===== config.mk =====
export PLATFORM = sky130hd
export DESIGN_NAME = uirpc_top
export DESIGN_NICKNAME = d
export VERILOG_FILES = /design/src/common/uirpc_pkg.sv /design/src/hdl/uirpc_tx_mod.sv /design/src/hdl/uirpc_rx_filt.sv /design/src/hdl/uirpc_top.sv
export SDC_FILE = /design/constraint.sdc
export NUM_CORES = 1
export LEC_CHECK = 0
export BUFFER_PORTS_ARGS = -buffer_cell sky130_fd_sc_hd__buf_2
export CORE_ASPECT_RATIO = 0.8
export CORE_UTILIZATION = 52
export DETAILED_ROUTE_END_ITERATION = 7
export MAX_ROUTING_LAYER = met4
export PLACE_DENSITY = 0.76
export SLEW_MARGIN = 20
export SYNTH_ARGS = -nofsm -noshare
export SYNTH_HDL_FRONTEND = slang
export SYNTH_SLANG_ARGS = --single-unit

===== constraint.sdc =====
create_clock -name clk -period 3.95 [get_ports clk]
set_input_delay 0.5925 -clock clk [delete_from_list [all_inputs] [get_ports clk]]
set_output_delay 0.5925 -clock clk [all_outputs]
set_load 0.01 [all_outputs]

===== src/common/uirpc_pkg.sv =====
// Shared constants for the infrared pulse codec block
`default_nettype none
package uirpc_pkg;
   // Register indices; byte address is four times the index
   localparam logic [7:0] IDX_DBG  = 8'h0B;
   localparam logic [7:0] IDX_EVT  = 8'h0C;
   localparam logic [7:0] IDX_TXPW = 8'h0D;
   localparam logic [7:0] IDX_RXPF = 8'h0E;
   localparam logic [7:0] IDX_CTRL = 8'h0F;
   localparam logic [7:0] IDX_STAT = 8'h10;

   localparam logic [7:0]  RST_BYTE = 8'h00;
   localparam logic [31:0] RD_ZERO  = 32'h0000_0000;
   localparam logic [23:0] PAD_HI   = 24'h00_0000;

   // Field positions
   localparam int DBG_RUN_BIT   = 0;
   localparam int EVT_SEL_BIT   = 0;
   localparam int CTRL_MODE_LSB = 0;
   localparam int CTRL_RECEIVER_SWITCH_ON_BIT = 2;
   localparam int CTRL_EVSRC_BIT = 3;
   localparam int CTRL_LOOP_BIT = 4;
   localparam int CTRL_HDX_BIT  = 5;

   // Communication modes
   localparam logic [1:0] MODE_ASYNC = 2'h0;
   localparam logic [1:0] MODE_SYNC  = 2'h1;
   localparam logic [1:0] MODE_IR    = 2'h2;
   localparam logic [1:0] MODE_MSPI  = 2'h3;

   // Pulse width field codes
   localparam logic [7:0] TXPW_316  = 8'h00;
   localparam logic [7:0] TXPW_PASS = 8'hFF;
   localparam logic [6:0] RXPF_OFF  = 7'h00;

   // Sampling
   localparam logic [4:0] SAMPLES_PER_BIT = 5'h10;
   localparam logic [3:0] SAMPLE_LAST     = 4'hF;
   localparam logic [7:0] PULSE_316_SAMPLES = 8'h03;
   localparam logic [7:0] DIV_ZERO = 8'h00;

   // Maps a register index to its byte address
   function automatic logic [7:0] byteAddr(input logic [7:0] idx);
      byteAddr = {idx[5:0], 2'b00};
   endfunction : byteAddr
endpackage : uirpc_pkg
`default_nettype wire


===== src/hdl/uirpc_tx_mod.sv =====
// Transmit pulse shaper: 3/16 bit or fixed clock count pulses
`timescale 1ns/1ns
`default_nettype none
module uirpc_tx_mod
   import uirpc_pkg::*;
(
   input  wire logic       clk,
   input  wire logic       arst_n,
   input  wire logic       run,
   input  wire logic       sampleTick,
   input  wire logic       baudTick,
   input  wire logic       txBit,
   input  wire logic [7:0] widthField,
   output logic            txLine
);
   logic [7:0] cnt_q;
   logic [7:0] cnt_d;
   logic       fixedMode;
   logic       passMode;
   logic       startPulse;
   logic       pulseOn;
   logic       decNow;

   assign passMode   = (widthField == TXPW_PASS);
   assign fixedMode  = (widthField != TXPW_316) && !passMode;
   // Zero bits are sent as pulses, always launched on a baud edge
   assign startPulse = run && baudTick && !txBit && !passMode;
   assign pulseOn    = (cnt_q != DIV_ZERO);
   // Fixed widths count clocks, the 3/16 width counts samples
   assign decNow     = run && pulseOn && (fixedMode || sampleTick);
   assign cnt_d = startPulse ? (fixedMode ? widthField : PULSE_316_SAMPLES)
                : decNow     ? cnt_q - 8'h01
                :              cnt_q;
   // Pulse drives the line low; pass-through hands the bit over as is
   assign txLine = passMode ? txBit : !pulseOn;

   always_ff @(posedge clk or negedge arst_n) begin
      if (!arst_n) begin
         cnt_q <= DIV_ZERO;
      end else begin
         cnt_q <= cnt_d;
      end
   end

   AST_TX_316: assert property (@(posedge clk) disable iff (!arst_n)
      startPulse && !fixedMode |=> cnt_q == PULSE_316_SAMPLES)
      else $error("3/16 pulse not loaded with three samples");
   AST_TX_FIXED: assert property (@(posedge clk) disable iff (!arst_n)
      startPulse && fixedMode |=> pulseOn && cnt_q == $past(widthField))
      else $error("Fixed pulse length not loaded");
   AST_TX_ALIGN: assert property (@(posedge clk) disable iff (!arst_n)
      $rose(pulseOn) |-> $past(baudTick))
      else $error("Pulse started off a baud edge");
endmodule : uirpc_tx_mod
`default_nettype wire


===== src/hdl/uirpc_rx_filt.sv =====
// Receive pulse filter and demodulator
`timescale 1ns/1ns
`default_nettype none
module uirpc_rx_filt
   import uirpc_pkg::*;
(
   input  wire logic       clk,
   input  wire logic       arst_n,
   input  wire logic       run,
   input  wire logic       sampleTick,
   input  wire logic       active,
   input  wire logic       rxIn,
   input  wire logic [6:0] len,
   output logic            rxOut
);
   logic [7:0] lowCnt_q;
   logic [7:0] lowCnt_d;
   logic [4:0] hold_q;
   logic [4:0] hold_d;
   logic       tick;
   logic       holding;
   logic       accept;

   assign tick    = run && sampleTick && active;
   assign holding = (hold_q != 5'h00);
   // Accept on the len+1-th consecutive low sample; len 0 takes any
   assign accept  = tick && !holding && !rxIn && (lowCnt_q >= {1'b0, len});
   assign lowCnt_d = !tick            ? lowCnt_q
                   : (holding || rxIn || accept) ? DIV_ZERO
                   : lowCnt_q + 8'h01;
   assign hold_d = accept             ? SAMPLES_PER_BIT
                 : (tick && holding)  ? hold_q - 5'h01
                 :                      hold_q;
   // A rejected pulse leaves the line idle; an accepted one is a zero bit
   assign rxOut = active ? !holding : rxIn;

   always_ff @(posedge clk or negedge arst_n) begin
      if (!arst_n) begin
         lowCnt_q <= DIV_ZERO;
         hold_q   <= 5'h00;
      end else begin
         lowCnt_q <= lowCnt_d;
         hold_q   <= hold_d;
      end
   end

   AST_RX_ACCEPT: assert property (@(posedge clk) disable iff (!arst_n)
      $rose(holding) |-> $past(lowCnt_q) >= {1'b0, $past(len)} && !$past(rxIn))
      else $error("Pulse accepted before enough samples");
   AST_RX_HOLD: assert property (@(posedge clk) disable iff (!arst_n)
      $rose(holding) |-> hold_q == SAMPLES_PER_BIT && !rxOut)
      else $error("Accepted pulse not held as a full zero bit");
endmodule : uirpc_rx_filt
`default_nettype wire


===== src/hdl/uirpc_top.sv =====
// Infrared pulse codec top: APB registers, sample timing and routing
`timescale 1ns/1ns
`default_nettype none
module uirpc_top
   import uirpc_pkg::*;
#(
   parameter logic [7:0] SAMPLE_DIV = 8'h04
)
(
   input  wire logic        clk,
   input  wire logic        arst_n,
   input  wire logic        psel,
   input  wire logic        penable,
   input  wire logic        pwrite,
   input  wire logic [7:0]  paddr,
   input  wire logic [31:0] pwdata,
   output logic [31:0]      prdata,
   output logic             pready,
   output logic             pslverr,
   input  wire logic        dbgHalt,
   input  wire logic        txData,
   input  wire logic        txActive,
   input  wire logic        irRxIn,
   input  wire logic        eventIn,
   output logic             irTxOut,
   output logic             rxDataOut
);
   ////////////////////////////////////////////////////////////////////////////
   // Register state
   logic        runDbg_q;
   logic        evDis_q;
   logic [7:0]  txWidth_q;
   logic [6:0]  rxLen_q;
   logic [1:0]  commMode_q;
   logic        receiver_switch_on_q;
   logic        evSrc_q;
   logic        loop_q;
   logic        hdx_q;

   logic [31:0] prdata_q;
   logic        pready_q;
   logic        pslverr_q;

   logic [7:0]  divCnt_q;
   logic [7:0]  divCnt_d;
   logic [3:0]  sampleIdx_q;
   logic [3:0]  sampleIdx_d;

   logic        irTx_q;
   logic        rxData_q;

   ////////////////////////////////////////////////////////////////////////////
   // APB decode
   logic        access;
   logic        firstAccess;
   logic        wrStrobe;
   logic        hitDbg;
   logic        hitEvt;
   logic        hitTxpw;
   logic        hitRxpf;
   logic        hitCtrl;
   logic        hitStat;
   logic        hitAny;
   logic [7:0]  ctrlByte;
   logic [7:0]  statByte;
   logic [7:0]  rdByte;

   assign access      = psel && penable;
   assign firstAccess = access && !pready_q;
   // Writes land only on the completing edge
   assign wrStrobe    = access && pready_q && pwrite;

   assign hitDbg  = (paddr == byteAddr(IDX_DBG));
   assign hitEvt  = (paddr == byteAddr(IDX_EVT));
   assign hitTxpw = (paddr == byteAddr(IDX_TXPW));
   assign hitRxpf = (paddr == byteAddr(IDX_RXPF));
   assign hitCtrl = (paddr == byteAddr(IDX_CTRL));
   assign hitStat = (paddr == byteAddr(IDX_STAT));
   assign hitAny  = hitDbg || hitEvt || hitTxpw || hitRxpf || hitCtrl || hitStat;

   assign ctrlByte = {2'b00, hdx_q, loop_q, evSrc_q, receiver_switch_on_q, commMode_q};

   ////////////////////////////////////////////////////////////////////////////
   // Mode and run control
   logic        runEn;
   logic        halted;
   logic        irMode;
   logic        irCoded;
   logic        sampleTick;
   logic        baudTick;

   // Halt stops timing, shaping and line outputs unless the run bit is set; registers stay writable
   assign runEn   = !dbgHalt || runDbg_q;
   assign halted  = !runEn;
   assign irMode  = (commMode_q == MODE_IR);
   assign irCoded = irMode && (txWidth_q != TXPW_PASS);

   assign statByte = {4'h0, irMode, irTx_q, rxData_q, halted};
   assign rdByte   = hitDbg  ? {7'h00, runDbg_q}
                   : hitEvt  ? {7'h00, evDis_q}
                   : hitTxpw ? txWidth_q
                   : hitRxpf ? {1'b0, rxLen_q}
                   : hitCtrl ? ctrlByte
                   : hitStat ? statByte
                   :           RST_BYTE;

   ////////////////////////////////////////////////////////////////////////////
   // Sample and baud timing
   // The divider is frozen while halted, so no sample is taken then
   assign sampleTick  = runEn && (divCnt_q == DIV_ZERO);
   assign baudTick    = sampleTick && (sampleIdx_q == SAMPLE_LAST);
   assign divCnt_d    = !runEn      ? divCnt_q
                      : sampleTick  ? SAMPLE_DIV - 8'h01
                      :               divCnt_q - 8'h01;
   assign sampleIdx_d = sampleTick ? sampleIdx_q + 4'h1 : sampleIdx_q;

   always_ff @(posedge clk or negedge arst_n) begin
      if (!arst_n) begin
         divCnt_q    <= DIV_ZERO;
         sampleIdx_q <= 4'h0;
      end else begin
         divCnt_q    <= divCnt_d;
         sampleIdx_q <= sampleIdx_d;
      end
   end

   ////////////////////////////////////////////////////////////////////////////
   // Receive routing
   logic        evLive;
   logic        rxSrc;
   logic        filtOut;
   logic        rxLine;
   logic        txLine;
   logic        txMod;

   // A disabled event input, or one seen during halt without the run bit, reads as idle
   assign evLive = (evDis_q || halted) ? 1'b1 : eventIn;
   // Routing works in every width setting, pass-through included
   assign rxSrc  = loop_q               ? irTx_q
                 : (hdx_q && txActive)  ? 1'b1
                 : evSrc_q              ? evLive
                 :                        irRxIn;

   uirpc_rx_filt u_rxFilt (
      .clk        (clk),
      .arst_n     (arst_n),
      .run        (runEn && receiver_switch_on_q),
      .sampleTick (sampleTick),
      .active     (irCoded),
      .rxIn       (rxSrc),
      .len        (rxLen_q),
      .rxOut      (filtOut)
   );

   assign rxLine = filtOut;

   ////////////////////////////////////////////////////////////////////////////
   // Transmit path
   uirpc_tx_mod u_txMod (
      .clk        (clk),
      .arst_n     (arst_n),
      .run        (runEn),
      .sampleTick (sampleTick),
      .baudTick   (baudTick),
      .txBit      (txData),
      .widthField (txWidth_q),
      .txLine     (txMod)
   );

   // Outside infrared mode the bit goes out unshaped
   assign txLine = irMode ? txMod : txData;

   // Line outputs hold their level while the unit is halted
   always_ff @(posedge clk or negedge arst_n) begin
      if (!arst_n) begin
         irTx_q   <= 1'b1;
         rxData_q <= 1'b1;
      end else if (runEn) begin
         irTx_q   <= txLine;
         rxData_q <= rxLine;
      end
   end

   ////////////////////////////////////////////////////////////////////////////
   // Register writes
   always_ff @(posedge clk or negedge arst_n) begin
      if (!arst_n) begin
         runDbg_q <= 1'b0;
         evDis_q  <= 1'b0;
      end else if (wrStrobe) begin
         if (hitDbg) begin
            runDbg_q <= pwdata[DBG_RUN_BIT];
         end
         if (hitEvt) begin
            evDis_q <= pwdata[EVT_SEL_BIT];
         end
      end
   end

   // Filter length is used live; it is meant to be set before receive on
   always_ff @(posedge clk or negedge arst_n) begin
      if (!arst_n) begin
         txWidth_q <= RST_BYTE;
         rxLen_q   <= RXPF_OFF;
      end else if (wrStrobe) begin
         if (hitTxpw) begin
            txWidth_q <= pwdata[7:0];
         end
         if (hitRxpf) begin
            rxLen_q <= pwdata[6:0];
         end
      end
   end

   always_ff @(posedge clk or negedge arst_n) begin
      if (!arst_n) begin
         commMode_q <= MODE_ASYNC;
         receiver_switch_on_q     <= 1'b0;
         evSrc_q    <= 1'b0;
         loop_q     <= 1'b0;
         hdx_q      <= 1'b0;
      end else if (wrStrobe && hitCtrl) begin
         commMode_q <= pwdata[CTRL_MODE_LSB +: 2];
         receiver_switch_on_q     <= pwdata[CTRL_RECEIVER_SWITCH_ON_BIT];
         evSrc_q    <= pwdata[CTRL_EVSRC_BIT];
         loop_q     <= pwdata[CTRL_LOOP_BIT];
         hdx_q      <= pwdata[CTRL_HDX_BIT];
      end
   end

   ////////////////////////////////////////////////////////////////////////////
   // APB answer: one wait state, read data captured with pready
   always_ff @(posedge clk or negedge arst_n) begin
      if (!arst_n) begin
         pready_q  <= 1'b0;
         pslverr_q <= 1'b0;
         prdata_q  <= RD_ZERO;
      end else begin
         pready_q  <= firstAccess;
         pslverr_q <= firstAccess && !hitAny;
         prdata_q  <= (firstAccess && !pwrite) ? {PAD_HI, rdByte} : RD_ZERO;
      end
   end

   assign prdata    = prdata_q;
   assign pready    = pready_q;
   assign pslverr   = pslverr_q;
   assign irTxOut   = irTx_q;
   assign rxDataOut = rxData_q;

   ////////////////////////////////////////////////////////////////////////////
   // Check helpers
   // Counts samples since the last baud edge apart from sampleIdx_q,
   // so a broken sample index shows up as a wrong count
   logic [4:0]  samplesSeen_q;

   always_ff @(posedge clk or negedge arst_n) begin
      if (!arst_n) begin
         samplesSeen_q <= 5'h00;
      end else if (baudTick) begin
         samplesSeen_q <= 5'h00;
      end else if (sampleTick) begin
         samplesSeen_q <= samplesSeen_q + 5'h01;
      end
   end

   ////////////////////////////////////////////////////////////////////////////
   // Checks
   // Halt checks look one cycle on only at state, since halt may end then
   AST_HALT_FREEZE: assert property (@(posedge clk) disable iff (!arst_n)
      dbgHalt && !runDbg_q |=> $stable(irTx_q) && $stable(rxData_q) && $stable(divCnt_q))
      else $error("Unit kept running during debug halt");
   AST_HALT_NO_SAMPLE: assert property (@(posedge clk) disable iff (!arst_n)
      dbgHalt && !runDbg_q |-> !sampleTick && !baudTick)
      else $error("Sample taken during debug halt");
   AST_RUN_IN_HALT: assert property (@(posedge clk) disable iff (!arst_n)
      (dbgHalt && runDbg_q)[*8] |-> ##[0:255] sampleTick)
      else $error("Unit stopped in halt with run bit set");
   AST_EVT_GATE: assert property (@(posedge clk) disable iff (!arst_n)
      evSrc_q && !loop_q && !(hdx_q && txActive) && (evDis_q || halted) |-> rxSrc)
      else $error("Disabled event input reached the receiver");
   AST_TX_PASS: assert property (@(posedge clk) disable iff (!arst_n)
      runEn && txWidth_q == TXPW_PASS |=> irTx_q == $past(txData))
      else $error("Pass-through altered the transmit bit");
   AST_RX_PASS: assert property (@(posedge clk) disable iff (!arst_n)
      runEn && !irCoded |=> rxData_q == $past(rxSrc))
      else $error("Receive path altered outside coded infrared mode");
   AST_LOOPBACK: assert property (@(posedge clk) disable iff (!arst_n)
      runEn && loop_q && !irCoded |=> rxData_q == $past(irTx_q))
      else $error("Loop-back did not route transmit to receive");
   AST_BAUD16: assert property (@(posedge clk) disable iff (!arst_n)
      baudTick |-> sampleTick && samplesSeen_q == {1'b0, SAMPLE_LAST})
      else $error("Baud edge not on the sixteenth sample");
   AST_IR_MODE: assert property (@(posedge clk) disable iff (!arst_n)
      runEn && commMode_q != MODE_IR |=> irTx_q == $past(txData))
      else $error("Transmit shaped outside infrared mode");
   AST_APB_ONE_WAIT: assert property (@(posedge clk) disable iff (!arst_n)
      psel && !penable ##1 psel && penable |=> pready_q)
      else $error("APB answer not one cycle into the access phase");
   AST_APB_STANDS: assert property (@(posedge clk) disable iff (!arst_n)
      pready_q |=> !pready_q)
      else $error("APB ready held longer than one cycle");
   AST_APB_ERR_WITH_READY: assert property (@(posedge clk) disable iff (!arst_n)
      pslverr_q |-> pready_q)
      else $error("APB error shown without ready");
   AST_APB_RDATA_IDLE: assert property (@(posedge clk) disable iff (!arst_n)
      !pready_q |-> prdata_q == RD_ZERO)
      else $error("Read data not zero outside the answer cycle");

   // Register storage and routing
   AST_EVT_WRITE: assert property (@(posedge clk) disable iff (!arst_n)
      wrStrobe && hitEvt |=> evDis_q == $past(pwdata[EVT_SEL_BIT]))
      else $error("Event input select not stored");
   AST_RUN_WRITE: assert property (@(posedge clk) disable iff (!arst_n)
      wrStrobe && hitDbg |=> runDbg_q == $past(pwdata[DBG_RUN_BIT]))
      else $error("Run-in-halt bit not stored");
   AST_HDX_MASK: assert property (@(posedge clk) disable iff (!arst_n)
      hdx_q && txActive && !loop_q |-> rxSrc)
      else $error("Half-duplex let the receive line through while sending");
   AST_STAT_HALT: assert property (@(posedge clk) disable iff (!arst_n)
      firstAccess && !pwrite && hitStat |=> prdata_q[0] == $past(halted))
      else $error("Status does not report the halt state");
endmodule : uirpc_top
`default_nettype wire


Word-level counts from Yosys, hierarchy flattened
Cells that the tools add are included.
- register bits: 68
- input bits: 50
- output and inout port bits: 36
- logic and storage cells: 110
- add/sub/neg operators: 5
- $lt $le $gt $ge: 1
- eq/ne operators: 10
- mux-type cells: 21
- reduce and logical (&&, ||, !) cells: 54
- operators by type and width (kind ; number):
    $mux W8 ; 9
    $eq A8 B6 Y1 const B ; 5
    $logic_and A1 B1 Y1 ; 24
    $reduce_bool A8 Y1 ; 2
    $sub A8 B1 Y8 const B ; 2
    $logic_not A1 Y1 ; 10
    $logic_or A1 B1 Y1 ; 10
    $mux W5 ; 2
    $add A8 B1 Y8 const B ; 1
    $eq A8 B7 Y1 const B ; 1
    $eq A8 B8 Y1 const B ; 1
    $ge A8 B7 Y1 ; 1
    $logic_not A8 Y1 ; 1
    $ne A8 B8 Y1 const B ; 1
    $reduce_and A2 Y1 ; 4
    $mux W1 ; 7
    $mux W7 ; 1
    $mux W6 ; 1
    $reduce_bool A5 Y1 ; 1
    $sub A5 B1 Y5 const B ; 1
    $add A4 B1 Y4 const B ; 1
    $eq A4 B4 Y1 const B ; 1
    $mux W4 ; 1
    $reduce_bool A2 Y1 ; 2
    $eq A2 B2 Y1 const B ; 1

Longest topological paths before layout
- depth in word-level cells: 13
- depth in mapped cells: 9
- mapped depth without buffers: 8

By module
From an unflattened synthesis, not the netlist that was laid out.
- cells, all modules: 414
- area, all modules: 4082.7 sq um
- modules (own cells, without submodules) (module ; times used ; cells each ; area an instance (sq um) ; seq. area each (sq um)):
    uirpc_top ; 1 ; 239 ; 2506.2 ; 1178.6
    uirpc_rx_filt ; 1 ; 98 ; 924.6 ; 325.3
    uirpc_tx_mod ; 1 ; 77 ; 651.9 ; 200.2

Least setup slack after synthesis
OpenSTA, ideal clock, no wires.
- path kind: input port to flip-flop
- from: input paddr[6]
- to: register txWidth_q[0]
- setup time: 125 ps
- arrival: 2328 ps
- data required time: 3825 ps
- slack: 1497 ps
- stages: 6
- path buffers: 0
- cells stage by stage: nor3b_1 nand3_1 nor3b_2 inv_1 nor2_1 mux2_2
- cells in the longest elaborated chain, start to end: 2
- ends and longest elaborated chain (what ; RTL line ; text):
    start, declared ; uirpc_top.sv:15 ; input wire logic [7:0] paddr,
    $eq A8 B6 Y1 ; uirpc_top.sv:75 ; assign hitTxpw = (paddr == byteAddr(IDX_TXPW));
    $reduce_and A2 Y1 (no source line) ; n/a ;
    end signal, assigned ; uirpc_top.sv:207 ; txWidth_q <= pwdata[7:0];
    end, declared ; uirpc_top.sv:32 ; logic [7:0] txWidth_q;
No other way between the ends.
A chain may end at the register's enable or synchronous reset.

Final worst setup path
- from: register divCnt_q[3]
- to: register u_rxFilt.hold_q[4]
- cells in the longest elaborated chain, start to end: 8
- elaborated cells between the ends (all ways): 10
- those cells by class: 1 x mux; 9 x reduce/logical
- ends and longest elaborated chain (what ; RTL line ; text):
    start, declared ; uirpc_top.sv:44 ; logic [7:0] divCnt_q;
    start signal, assigned ; uirpc_top.sv:122 ; divCnt_q <= divCnt_d;
    $logic_not A8 Y1 * ; uirpc_top.sv:110 ; assign sampleTick = runEn && (divCnt_q == DIV_ZERO);
    $logic_and A1 B1 Y1 * ; uirpc_top.sv:110 ;
    $logic_and A1 B1 Y1 * (2 in series) ; uirpc_rx_filt.sv:24 ; assign tick = run && sampleTick && active;
    $logic_and A1 B1 Y1 (3 in series) ; uirpc_rx_filt.sv:27 ; assign accept = tick && !holding && !rxIn && (lowCnt_q >= {1'b0, len});
    $mux W5 or $reduce_bool A2 Y1 (tied branches) ; n/a ;
    end signal, assigned ; uirpc_rx_filt.sv:43 ; hold_q <= hold_d;
    end, declared ; uirpc_rx_filt.sv:18 ; logic [4:0] hold_q;
Every way passes the cells marked *; elsewhere a longest branch is shown, timed or not.

==> reports/qor.txt <==
Vias post-DR = 2,861
Worst clock skew = 0.00720 ns
Max-capacitance violation count = 0
CTS Root Cell = clkbuf_8
Die X = 97.1 µm
Worst-Margin Slew = 0.800 ns
Slew HR = 0.464
Antenna Cells = 0
R2r setup slk = 0.99 ns
Total track usage = 0.224
Crit Path Category = reg2reg
CTS max path bufs = 2
Most numerous cell in the Yosys netlist = dfrtp_1
Avg Cell Area, Syn = 9.87 µm²
Crit end category = flip-flop
Post-DR vias/cell = 5.54
Finish-stage setup viols = 0
# resized after CTS = 0
Sequential Area = 1700 µm²
Largest net degree at the start of global routing = 48
Seq cells post-synth = 68
Die H = 78.1 µm
Ys Warns = 0
Yosys cell types = 52
Synth area leaders = dfrtp_1 44%, mux2_2 6.3%, ha_1 5.0%, buf_4 4.8%, nand2_1 4.1%
CTS tree = yes
Multi-input gate area = 1870 µm²
Number of setup buffers added after CTS = 0
CP arrival = 3.19 ns
Leakage = 2.04 nW
GPL Wtd Cong = 0.960
Global routing's busiest layer = met2
Hold Path Class = in2async
Part of the power in registers = 0.452
Met3 GRT Util = 0.0570
Int Power = 1.35 mW
Residual DRC = 0
Combinational power share = 0.159
Post-synthesis sequential area ratio = 0.453
Share of layout cells above drive strength 1 = 0.217
Peak supply drop = 0.248 mV
Reg2reg start = divCnt_q[3]$_DFFE_PN0N_
First-pass GRT wire length = 12,900 µm
Post-synth EDFFs = 0
Die area = 7580 µm²
Synth-to-Final Area Change = 12.0%
Sw frac = 0.259
Clock slew at reported path FFs = 0.07 ns
Crit start category = flip-flop
Setup TNS = 0 ns
Setup crit start = divCnt_q[3]$_DFFE_PN0N_
Row count = 27
Number of routed nets with antenna violations = 0
Synth Instances = 381
Tcrit/Tclk final = 0.750
Total power = 1.82 mW
Mapped cell area = 3760 µm²
DP HPWL = 5730 µm
CP required = 4.18 ns
Clock network power share = 0.388
Top_reg_cell synth = dfrtp_1
Grt met2 use = 0.348
Port buffer count = 37
Worst-path maximum fanout = 15
Nets = 489
Area leader, netlist = dfrtp_1
Final-report hold violation count = 0
Clk sink count = 68
Synth async-reset ratio = 1.00
Fmax = 338 MHz
Gr ovfl total = 0
Total Wirelength = 7740 µm
Io pins = 86
CTS Buf Count = 9
Clk_lat worst skew = 0.34 ns
Vias in the first global route = 2,721
NetSw = 473 µW
Fillers = 585
Initial DRT Pass Iterations = 5
Antenna violations before repair = 0
Max-slew violations = 0
Core area = 6930 µm²
Drt wl/cell = 15.0 µm
Status = finished clean
Power per cell area = 433 nW/µm²
Synth top cells by count = 66 x dfrtp_1, 41 x nand2_1, 35 x nor2_1
Final min period = 2.96 ns
Routing usage on met1 = 0.292
RSZ-0062 raised after global routing = no
Hold buffers post-CTS = 0
Starting DRC count in detailed routing = 180
H-tree depth = 3
Initial Util = 0.543
Share of the synthesized area in the top cell type = 0.439
-- critical path: stages, from the launching register on --
cell and delay [ns]:
dfrtp_1 0.42, or4_4 0.57, nor4b_4 0.70, nand4_2 0.41
nor4b_1 0.45, mux2i_1 0.23, nand2b_1 0.07
-- power groups by stage --
stage                     registers [mW]  clock network [mW]  logic, mW
final                              0.826               0.709      0.291
after global routing               0.836               0.750      0.327
after CTS                          0.826               0.720      0.292
after detailed placement           0.839                   0      0.285
after global placement             0.834                   0      0.274
after floorplan                    0.827                   0      0.225
-- layout make-up --
| type | count | area share |
|---|---|---|
| Timing Repair Buffer | 41 | 0.0511 |
| Clock inverter | 4 | 0.0226 |
| Tap cell | 87 | 0.0258 |
| Multi-Input combinational cell | 287 | 0.444 |
| Clock buffer | 12 | 0.0368 |
| Inverter | 17 | 0.0151 |
| Sequential cell | 68 | 0.405 |
-- cell usage in the layout, fill, tap and decap left out, types with 4 or more instances in the layout --
master / count
a21oi_1: 20
nand4_1: 4
nor3_1: 12
buf_4: 4
mux2_2: 21
nor4b_1: 6
nor2_1: 35
nand3_1: 8
nand2_1: 41
a222oi_1: 4
xnor2_1: 15
buf_2: 37
conb_1: 24
dfrtp_1: 66
ha_1: 15
clkbuf_8: 11
or2_2: 4
nand2b_1: 7
o21ai_0: 18
inv_1: 17
-- registers in the layout, summed over array words and instances, names as in the netlist --
name and flops:
u_rxFilt.hold_q 5, receiver_switch_on_q 1, evSrc_q 1, divCnt_q 8, commMode_q 2, u_txMod.cnt_q 8, loop_q 1, hdx_q 1
pready 1, rxLen_q 7, prdata 8, pslverr 1, rxDataOut 1, u_rxFilt.lowCnt_q 8, sampleIdx_q 4, irTxOut 1
evDis_q 1, txWidth_q 8, runDbg_q 1
-- routing by layer --
metal  wire, µm  vias up
li1           -     1381
met5          0        -
met1       3640     1378
met4         53        0
met3        422        8
met2       3620       94
-- through the flow --
| stage | instances | hold slack [ns] | instance area (µm²) | setup slack, ns | util |
|---|---|---|---|---|---|
| 2_1_floorplan | 404 | 0.297 | 3850 | 1.50 | - |
| 3_3_place_gp | 500 | 0.454 | 3960 | 0.980 | 0.572 |
| 3_5_place_dp | 500 | 0.480 | 3960 | 0.954 | 0.572 |
| 4_1_cts | 516 | 0.203 | 4210 | 0.947 | 0.608 |
| 5_1_grt | 516 | 0.230 | 4210 | 0.710 | 0.608 |
| 6_report | 516 | 0.196 | 4210 | 0.989 | 0.608 |
-- path summary, 6_finish.rpt --
kind,end,cells after the start
worst max register to register,u_rxFilt.hold_q[4]$_DFFE_PN0P_,6
worst min-delay path,rxLen_q[0]$_DFFE_PN0P_,1
max in group asynchronous,u_txMod.cnt_q[3]$_DFFE_PN0P_,2
min in group clk,sampleIdx_q[3]$_DFFE_PN0N_,1
worst min register to register,sampleIdx_q[3]$_DFFE_PN0N_,1
worst max-delay path,u_rxFilt.hold_q[4]$_DFFE_PN0P_,6
-- kinds of logic after synthesis --
family	Yosys count	share of synthesized area
xor gates and xnor gates	17	0.0396
buffers and inverters	49	0.0728
other	1	0.000997
adders and majority gates	15	0.0499
muxes	25	0.0748
AOI/OAI and AO/OA	62	0.105
and+or+nand+nor	144	0.204
DFF	68	0.453
Note: power is estimated with default switching activity, not from simulation.
